--- src/logic/cwm_pkg.sv ---
package cwm_pkg;

    // ************************************************************
    // Register bus geometry
    // ************************************************************
    localparam int unsigned APB_ADDR_W   = 12;
    localparam int unsigned APB_DATA_W   = 32;
    localparam int unsigned IDX_LSB      = 2;
    localparam int unsigned IDX_W        = 8;
    localparam int unsigned NUM_WIN      = 2;
    localparam int unsigned IO_ADDR_W    = 16;

    // ************************************************************
    // Register indexes (byte address is four times the index)
    // ************************************************************
    localparam logic [7:0]      IDX_MAP_ENABLE = 8'h06;
    localparam logic [7:0]      IDX_IO_CTRL    = 8'h07;
    localparam logic [1:0][7:0] IDX_START_LO   = {8'h0C, 8'h08};
    localparam logic [1:0][7:0] IDX_START_HI   = {8'h0D, 8'h09};
    localparam logic [1:0][7:0] IDX_END_LO     = {8'h0E, 8'h0A};
    localparam logic [1:0][7:0] IDX_END_HI     = {8'h0F, 8'h0B};
    localparam logic [1:0][7:0] IDX_OFS_LO     = {8'h38, 8'h36};
    localparam logic [1:0][7:0] IDX_OFS_HI     = {8'h39, 8'h37};

    // ************************************************************
    // Field positions
    // ************************************************************
    localparam int unsigned     MAP_EN_IO0     = 6;
    localparam int unsigned     MAP_EN_IO1     = 7;
    localparam int unsigned     CTRL_SIZE0     = 0;
    localparam int unsigned     CTRL_AUTO0     = 1;
    localparam int unsigned     CTRL_TIMING0   = 3;
    localparam int unsigned     CTRL_SIZE1     = 4;
    localparam int unsigned     CTRL_AUTO1     = 5;
    localparam int unsigned     CTRL_TIMING1   = 7;

    // ************************************************************
    // Reset values and reserved host ports
    // ************************************************************
    localparam logic [7:0]      MAP_ENABLE_RST = 8'h00;
    localparam logic [7:0]      IO_CTRL_RST    = 8'h00;
    localparam logic [15:0]     WIN_ADDR_RST   = 16'h0000;
    localparam logic [14:0]     WIN_OFS_RST    = 15'h0000;
    localparam logic [15:0]     RSVD_PORT_IDX  = 16'h03E0;
    localparam logic [15:0]     RSVD_PORT_DATA = 16'h03E1;

    // ************************************************************
    // Carriers
    // ************************************************************
    typedef struct packed {
        logic        enable;
        logic        auto_size;
        logic        size16;
        logic        timing;
        logic [15:0] start_addr;
        logic [15:0] end_addr;
        logic [15:0] offset;
    } cwm_win_cfg_t;

    typedef struct packed {
        logic        hit;
        logic        wide;
        logic        timing;
        logic [15:0] card_addr;
    } cwm_win_res_t;

endpackage

--- src/logic/cwm_card_io_window_mapper.sv ---
`timescale 1ns/1ps
// Contract
// RULE1: Software keeps both windows off host ports 3E0h and 3E1h.
// RULE2: Window 0 fixed width bit: 0 is 8-bit path, 1 is 16-bit.
// RULE3: Window 0 auto-size on: width follows card -IOIS16 per access.
// RULE4: Window 0 timing select bit picks timing set 0 or 1.
// RULE5: Window 1 width bit 4 picks 8/16-bit while auto-size bit 5 clear.
// RULE6: Window 1 auto-size on: width follows card -IOIS16 per access.
// RULE7: Software sets window 1 auto-size for disk interface mode.
// RULE8: Window 1 timing select bit 7 picks timing set 0 or 1.
// RULE9: Forward only when start <= address <= end, both inclusive.
// RULE10: Start address is low byte bits 7:0 plus high byte 15:8.
// RULE11: End address is low byte bits 7:0 plus high byte 15:8.
// RULE12: Card address is host address plus even 16-bit window offset.
// RULE13: Software writes zero to offset low bit 0.
// RULE14: Two identical windows; offsets at 36h/37h and 38h/39h.
// RULE15: Window decodes only while its map enable bit 6 or 7 set.
// RULE16: No enabled window hit means no claim and no card access.
module cwm_card_io_window_mapper
    import cwm_pkg::*;
(
    input  wire logic        sys_clk,
    input  wire logic        resetn,
    input  wire logic        psel,
    input  wire logic        penable,
    input  wire logic        pwrite,
    input  wire logic [11:0] paddr,
    input  wire logic [31:0] pwdata,
    output logic      [31:0] prdata,
    output logic             pready,
    output logic             pslverr,
    input  wire logic        host_io_req,
    input  wire logic [15:0] host_io_addr,
    input  wire logic        card_iois16_n,
    output logic             host_claim,
    output logic             card_io_req,
    output logic      [15:0] card_io_addr,
    output logic             card_io_16bit,
    output logic             card_io_timing,
    output logic             card_io_win
);

    // ************************************************************
    // Pin synchronisers
    // ************************************************************
    // Address is qualified by the synced request; ISA holds it stable
    logic        req_meta_reg;
    logic        req_sync_reg;
    logic [15:0] addr_meta_reg;
    logic [15:0] addr_sync_reg;
    logic        iois_meta_reg;
    logic        iois_sync_reg;

    always_ff @(posedge sys_clk or negedge resetn) begin
        if (!resetn) begin
            req_meta_reg  <= 1'b0;
            req_sync_reg  <= 1'b0;
            addr_meta_reg <= 16'h0000;
            addr_sync_reg <= 16'h0000;
            iois_meta_reg <= 1'b1;
            iois_sync_reg <= 1'b1;
        end else begin
            req_meta_reg  <= host_io_req;
            req_sync_reg  <= req_meta_reg;
            addr_meta_reg <= host_io_addr;
            addr_sync_reg <= addr_meta_reg;
            iois_meta_reg <= card_iois16_n;
            iois_sync_reg <= iois_meta_reg;
        end
    end

    // ************************************************************
    // APB decode
    // ************************************************************
    logic        pready_reg;
    logic        pslverr_reg;
    logic [31:0] prdata_reg;
    logic [7:0]  map_en_reg;
    logic [7:0]  ctrl_reg;

    wire logic       apb_access  = psel & penable;
    wire logic       pready_next = apb_access & ~pready_reg;
    wire logic       wr_fire     = apb_access & pwrite & pready_reg;
    wire logic [7:0] idx         = paddr[IDX_LSB +: IDX_W];
    wire logic       idx_ok      = (paddr[1:0] == 2'h0) & (paddr[11:10] == 2'h0);

    cwm_win_cfg_t cfg    [NUM_WIN];
    cwm_win_res_t res    [NUM_WIN];
    logic [7:0]   rd_win [NUM_WIN];
    logic         hit_idx[NUM_WIN];

    // ************************************************************
    // Per-window registers and decoders
    // ************************************************************
    genvar w;
    generate
        for (w = 0; w < NUM_WIN; w++) begin : g_win
            logic [15:0] start_reg;
            logic [15:0] end_reg;
            logic [14:0] ofs_reg;

            wire logic sel_slo = idx_ok & (idx == IDX_START_LO[w]);
            wire logic sel_shi = idx_ok & (idx == IDX_START_HI[w]);
            wire logic sel_elo = idx_ok & (idx == IDX_END_LO[w]);
            wire logic sel_ehi = idx_ok & (idx == IDX_END_HI[w]);
            wire logic sel_olo = idx_ok & (idx == IDX_OFS_LO[w]);   // [RULE14]
            wire logic sel_ohi = idx_ok & (idx == IDX_OFS_HI[w]);   // [RULE14]

            always_ff @(posedge sys_clk or negedge resetn) begin
                if (!resetn) begin
                    start_reg <= WIN_ADDR_RST;
                    end_reg   <= WIN_ADDR_RST;
                    ofs_reg   <= WIN_OFS_RST;
                end else if (wr_fire) begin
                    if (sel_slo) start_reg[7:0]  <= pwdata[7:0];    // [RULE10]
                    if (sel_shi) start_reg[15:8] <= pwdata[7:0];    // [RULE10]
                    if (sel_elo) end_reg[7:0]    <= pwdata[7:0];    // [RULE11]
                    if (sel_ehi) end_reg[15:8]   <= pwdata[7:0];    // [RULE11]
                    if (sel_olo) ofs_reg[6:0]    <= pwdata[7:1];    // [RULE12]
                    if (sel_ohi) ofs_reg[14:7]   <= pwdata[7:0];    // [RULE12]
                end
            end

            // Offset bit 0 is not stored, so an odd write cannot leak through
            assign cfg[w] = '{
                enable:     map_en_reg[w ? MAP_EN_IO1 : MAP_EN_IO0],   // [RULE15]
                auto_size:  ctrl_reg[w ? CTRL_AUTO1 : CTRL_AUTO0],     // [RULE3] [RULE6]
                size16:     ctrl_reg[w ? CTRL_SIZE1 : CTRL_SIZE0],     // [RULE2] [RULE5]
                timing:     ctrl_reg[w ? CTRL_TIMING1 : CTRL_TIMING0], // [RULE4] [RULE8]
                start_addr: start_reg,
                end_addr:   end_reg,
                offset:     {ofs_reg, 1'b0}                            // [RULE13]
            };

            assign hit_idx[w] = sel_slo | sel_shi | sel_elo | sel_ehi | sel_olo | sel_ohi;
            assign rd_win[w]  = sel_slo ? start_reg[7:0]  :
                                sel_shi ? start_reg[15:8] :
                                sel_elo ? end_reg[7:0]    :
                                sel_ehi ? end_reg[15:8]   :
                                sel_olo ? {ofs_reg[6:0], 1'b0} :
                                sel_ohi ? ofs_reg[14:7]   : 8'h00;

            cwm_window u_window (
                .cfg      (cfg[w]),
                .host_addr(addr_sync_reg),
                .iois16_n (iois_sync_reg),
                .res      (res[w])
            );
        end
    endgenerate

    // ************************************************************
    // Shared registers and read path
    // ************************************************************
    wire logic       sel_map  = idx_ok & (idx == IDX_MAP_ENABLE);
    wire logic       sel_ctrl = idx_ok & (idx == IDX_IO_CTRL);
    wire logic       mapped   = sel_map | sel_ctrl | hit_idx[0] | hit_idx[1];
    wire logic [7:0] rd_byte  = sel_map  ? map_en_reg :
                                sel_ctrl ? ctrl_reg   : (rd_win[0] | rd_win[1]);

    always_ff @(posedge sys_clk or negedge resetn) begin
        if (!resetn) begin
            map_en_reg <= MAP_ENABLE_RST;
            ctrl_reg   <= IO_CTRL_RST;
        end else if (wr_fire) begin
            if (sel_map)  map_en_reg <= pwdata[7:0];
            if (sel_ctrl) ctrl_reg   <= pwdata[7:0];
        end
    end

    // One wait state: answer on the second access cycle
    always_ff @(posedge sys_clk or negedge resetn) begin
        if (!resetn) begin
            pready_reg  <= 1'b0;
            pslverr_reg <= 1'b0;
            prdata_reg  <= 32'h0000_0000;
        end else begin
            pready_reg  <= pready_next;
            pslverr_reg <= pready_next & ~mapped;
            prdata_reg  <= (pready_next & ~pwrite & mapped) ? {24'h000000, rd_byte} : 32'h0;
        end
    end

    assign pready  = pready_reg;
    assign pslverr = pslverr_reg;
    assign prdata  = prdata_reg;

    // ************************************************************
    // Host cycle claim and card access
    // ************************************************************
    // Window 0 wins if software lets the two ranges overlap
    wire logic         any_hit  = req_sync_reg & (res[0].hit | res[1].hit); // [RULE16]
    wire logic         pick_w1  = ~res[0].hit;
    wire cwm_win_res_t pick_res = pick_w1 ? res[1] : res[0];

    logic        claim_reg;
    logic        card_req_reg;
    logic [15:0] card_addr_reg;
    logic        wide_reg;
    logic        timing_reg;
    logic        win_reg;

    always_ff @(posedge sys_clk or negedge resetn) begin
        if (!resetn) begin
            claim_reg     <= 1'b0;
            card_req_reg  <= 1'b0;
            card_addr_reg <= 16'h0000;
            wide_reg      <= 1'b0;
            timing_reg    <= 1'b0;
            win_reg       <= 1'b0;
        end else begin
            claim_reg     <= any_hit;                                  // [RULE16]
            card_req_reg  <= any_hit;                                  // [RULE9] [RULE16]
            card_addr_reg <= any_hit ? pick_res.card_addr : 16'h0000;  // [RULE12]
            wide_reg      <= any_hit & pick_res.wide;                  // [RULE2] [RULE5]
            timing_reg    <= any_hit & pick_res.timing;                // [RULE4] [RULE8]
            win_reg       <= any_hit & pick_w1;
        end
    end

    assign host_claim     = claim_reg;
    assign card_io_req    = card_req_reg;
    assign card_io_addr   = card_addr_reg;
    assign card_io_16bit  = wide_reg;
    assign card_io_timing = timing_reg;
    assign card_io_win    = win_reg;
endmodule // cwm_card_io_window_mapper

--- src/logic/cwm_window.sv ---
`timescale 1ns/1ps
module cwm_window
    import cwm_pkg::*;
(
    input  wire cwm_win_cfg_t cfg,
    input  wire logic [15:0]  host_addr,
    input  wire logic         iois16_n,
    output cwm_win_res_t      res
);

    // ************************************************************
    // Range compare and translation
    // ************************************************************
    wire logic above_start = host_addr >= cfg.start_addr;   // [RULE9] [RULE10]
    wire logic below_end   = host_addr <= cfg.end_addr;     // [RULE9] [RULE11]
    // Guard keeps the adapter's own ports out even if misprogrammed
    wire logic rsvd_port   = (host_addr == RSVD_PORT_IDX) |
                             (host_addr == RSVD_PORT_DATA); // [RULE1]

    // One driver for the whole result word
    assign res = '{
        hit:       cfg.enable & above_start & below_end & ~rsvd_port, // [RULE9] [RULE15]
        wide:      cfg.auto_size ? ~iois16_n : cfg.size16, // [RULE2] [RULE3] [RULE5] [RULE6]
        timing:    cfg.timing,                                      // [RULE4] [RULE8]
        card_addr: 16'(host_addr + cfg.offset)                      // [RULE12]
    };

endmodule // cwm_window

--- config.mk ---
export PLATFORM = sky130hd
export DESIGN_NAME = cwm_card_io_window_mapper
export DESIGN_NICKNAME = d
export VERILOG_FILES = /design/src/logic/cwm_pkg.sv /design/src/logic/cwm_card_io_window_mapper.sv /design/src/logic/cwm_window.sv
export SDC_FILE = /design/constraint.sdc
export NUM_CORES = 1
export LEC_CHECK = 0
export BUFFER_PORTS_ARGS = -buffer_cell sky130_fd_sc_hd__clkbuf_2
export CAP_MARGIN = 5
export CORE_MARGIN = 3
export CORE_UTILIZATION = 59
export CTS_CLUSTER_DIAMETER = 40
export DETAILED_ROUTE_END_ITERATION = 6
export PLACE_DENSITY_LB_ADDON = 0.25
export SYNTH_ARGS = -nofsm -noshare
export SYNTH_HDL_FRONTEND = slang
export SYNTH_SLANG_ARGS = --single-unit
--- constraint.sdc ---
create_clock -name sys_clk -period 5.61 [get_ports sys_clk]
set_input_delay 0.561 -clock sys_clk [delete_from_list [all_inputs] [get_ports sys_clk]]
set_output_delay 0.561 -clock sys_clk [all_outputs]
set_load 0.005 [all_outputs]
==> impl_metrics.json <==
{
  "fmax_ghz": 0.194,
  "ios": 122,
  "grt_use_met2_pct": 45.3,
  "p_per_area_nw_per_um2": 250,
  "grt_pass1_vias": 7012,
  "slew_viol_final": 0,
  "die_area_um2": 18000,
  "routedWlPerCell_um": 22.5,
  "cts_root_buf": "clkbuf_16",
  "worstRegToRegCells": 18,
  "busiest_layer": "met2",
  "drc": 1,
  "seq_area_frac_synth_pct": 45.4,
  "reg2reg_slack_ns": 0.45,
  "worst_setup_path_start_kind": "register",
  "area_delta_synth_final_pct": 11.5,
  "n_fill_cell": 1244,
  "viasPerCell": 6.11,
  "ir_worst_vdd_mv": 0.188,
  "cts.htree.levels": 4,
  "syn-instance-count": 894,
  "grt_max_degree": 75,
  "final_antenna_net_count": 0,
  "syn_avg_cell_area_um2": 10.9,
  "gr-total-overflow": 0,
  "dr.first_iter.drc_count": 737,
  "die_h_um": 134,
  "tns_ns": 0,
  "crit_path_end_kind": "register",
  "synthArstFlopShare_pct": 100,
  "worst_ep_required_time_ns": 5.94,
  "wl_um": 27000,
  "mostFrequentLayoutCells": "174 x dfrtp_1, 85 x mux2_2, 80 x ha_1",
  "cp_max_fo": 10,
  "reg2reg_to": "card_io_addr[15]$_DFF_PN0_",
  "leakage_nw": 5.27,
  "ctsHoldBuffers": 0,
  "use_met1_pct": 42.4,
  "tightest_slew_ns": 0.859,
  "initial_utilization_pct": 60.7,
  "rsz0062_at_grt": "no",
  "synth_cell_types": 80,
  "clockBufferDepth": 2,
  "dp_hpwl_um": 19700,
  "grt_util_met3_pct": 9.41,
  "track_usage_pct": 31.0,
  "hold_class": "input pin to async pin",
  "place_congestion": 0.986,
  "cts_tree": "built",
  "num_rows": 46,
  "violations": "design-rule violations",
  "nNetsFinal": 1119,
  "netlist.area_leader.share_pct": 44.9,
  "post-synth-top-area-cell": "dfrtp_1",
  "min_period_over_period_pct": 92.0,
  "synth_ff_type": "dfrtp_1",
  "fin_skew_ns": 0.00608,
  "p_total_mw": 2.70,
  "cts.clk_slew.worst_paths_ns": 0.07,
  "setup_viol_count_final": 0,
  "grt_first_pass_wirelength_um": 41000,
  "drt_pass1_iterations": 7,
  "timing.hold.ws_ns": 0.145,
  "status": "finished, violations left",
  "relSlewSlack_pct": 42.2,
  "drv_cap": 0,
  "portBuffers": 73,
  "cts-buffers-inserted": 17,
  "min_period_ns": 5.16,
  "ys_ff_latch": 176,
  "finish.utilization_pct": 67.6,
  "syn_area_um2": 9710,
  "synthTopCellsByArea": "dfrtp_1 45%, ha_1 10%, mux2_2 9.9%",
  "cts_resized": 0,
  "clock_latency_ns": 0.44,
  "drive_gt1_share_pct": 24.2,
  "coreArea_um2": 16000,
  "cts_setup_buffers": 0,
  "vias": 7317,
  "critical_path_class": "register to register",
  "final_common_cell": "dfrtp_1",
  "ys_warn_count": 0,
  "cts_sinks": 176,
  "die_w_um": 134,
  "rr_startpoint": "addr_sync_reg[10]$_DFF_PN0_",
  "antenna_found_initial": 1,
  "synth_edf_count": 0,
  "finalHoldViolCount": 0,
  "antenna_cells": 0,
  "arrival_ns": 5.50
}
power breakdown:
group / switching (mW) / internal (mW) / total (mW) / leakage, nW
registers: 0.0192 / 1.28 / 1.30 / 2.21
clock network: 0.508 / 0.724 / 1.23 / 0.285
logic: 0.117 / 0.0526 / 0.169 / 2.78
total: 0.644 / 2.06 / 2.70 / 5.27
through the flow:
stage	std cells	instance area (µm²)	setup WS [ns]
finish	1198	10800	0.446
global route	1198	10800	0.140
CTS	1198	10800	0.519
detailed placement	1168	10200	0.578
global placement	1168	10200	0.639
floorplan	917	9790	1.29
worst max-delay path, stage by stage, from the launching register on:
cell	delay (ns)
dfrtp_1	0.55
ha_1	0.39
nand4_1	0.12
or4_1	0.53
o211ai_1	0.11
o311ai_2	0.27
nor2_8	0.28
mux2_2	0.37
ha_1	0.20
inv_1	0.07
fa_1	0.20
nand2b_1	0.14
a21oi_1	0.09
o41ai_1	0.49
o21ai_0	0.21
o41ai_1	0.48
o21a_1	0.26
a21oi_1	0.06
nor3b_1	0.25
per-layer routing:
layer  routed length [µm]  vias to the layer above
li1                     -                     3299
met1                11000                     3557
met2                11900                      371
met3                 2790                       88
met4                 1300                        2
met5                    7                        -
cell families after synthesis:
group | Yosys count | synth area share (%)
xor+xnor | 10 | 0.902
flops | 176 | 45.4
mux | 111 | 13.3
simple gates | 208 | 11.3
compound gates | 180 | 12.2
other cells | 1 | 0.0386
fa+ha+maj | 81 | 10.5
buf+inv | 127 | 6.37
how the worst max path moves through the flow:
stage / startpoint / endpoint / slack (ns) / cells past startpoint
2_1_floorplan: addr_sync_reg[11]$_DFF_PN0_ / card_io_addr[15]$_DFF_PN0_ / 1.29 / 19
3_3_place_gp: addr_sync_reg[11]$_DFF_PN0_ / card_io_addr[15]$_DFF_PN0_ / 0.64 / 18
3_5_place_dp: addr_sync_reg[11]$_DFF_PN0_ / card_io_addr[15]$_DFF_PN0_ / 0.58 / 18
4_1_cts: addr_sync_reg[11]$_DFF_PN0_ / card_io_addr[15]$_DFF_PN0_ / 0.52 / 18
5_1_grt: addr_sync_reg[11]$_DFF_PN0_ / card_io_addr[15]$_DFF_PN0_ / 0.14 / 18
6_report: addr_sync_reg[10]$_DFF_PN0_ / card_io_addr[15]$_DFF_PN0_ / 0.45 / 18
area by class of cell:
cell class              count  area, µm²  share of cell area [%]
clock buffers              19        453                    4.18
multi-input cells         614       4770                    44.1
well taps                 216        270                    2.50
clock inverters            11        155                    1.43
inverters                  72        270                    2.50
flip-flops and latches    176       4410                    40.7
repair buffers             90        499                    4.61
Yosys cell counts (11+ instances only):
master and number:
a21oi_1 41, buf_2 11, buf_4 26, clkbuf_1 12, dfrtp_1 174, ha_1 80
inv_1 72, mux2_2 85, mux2i_1 15, nand2_1 65, nand3_1 13, nor2_1 49
nor3_1 16, o21ai_0 65
Power figures use the tool's default switching activity.
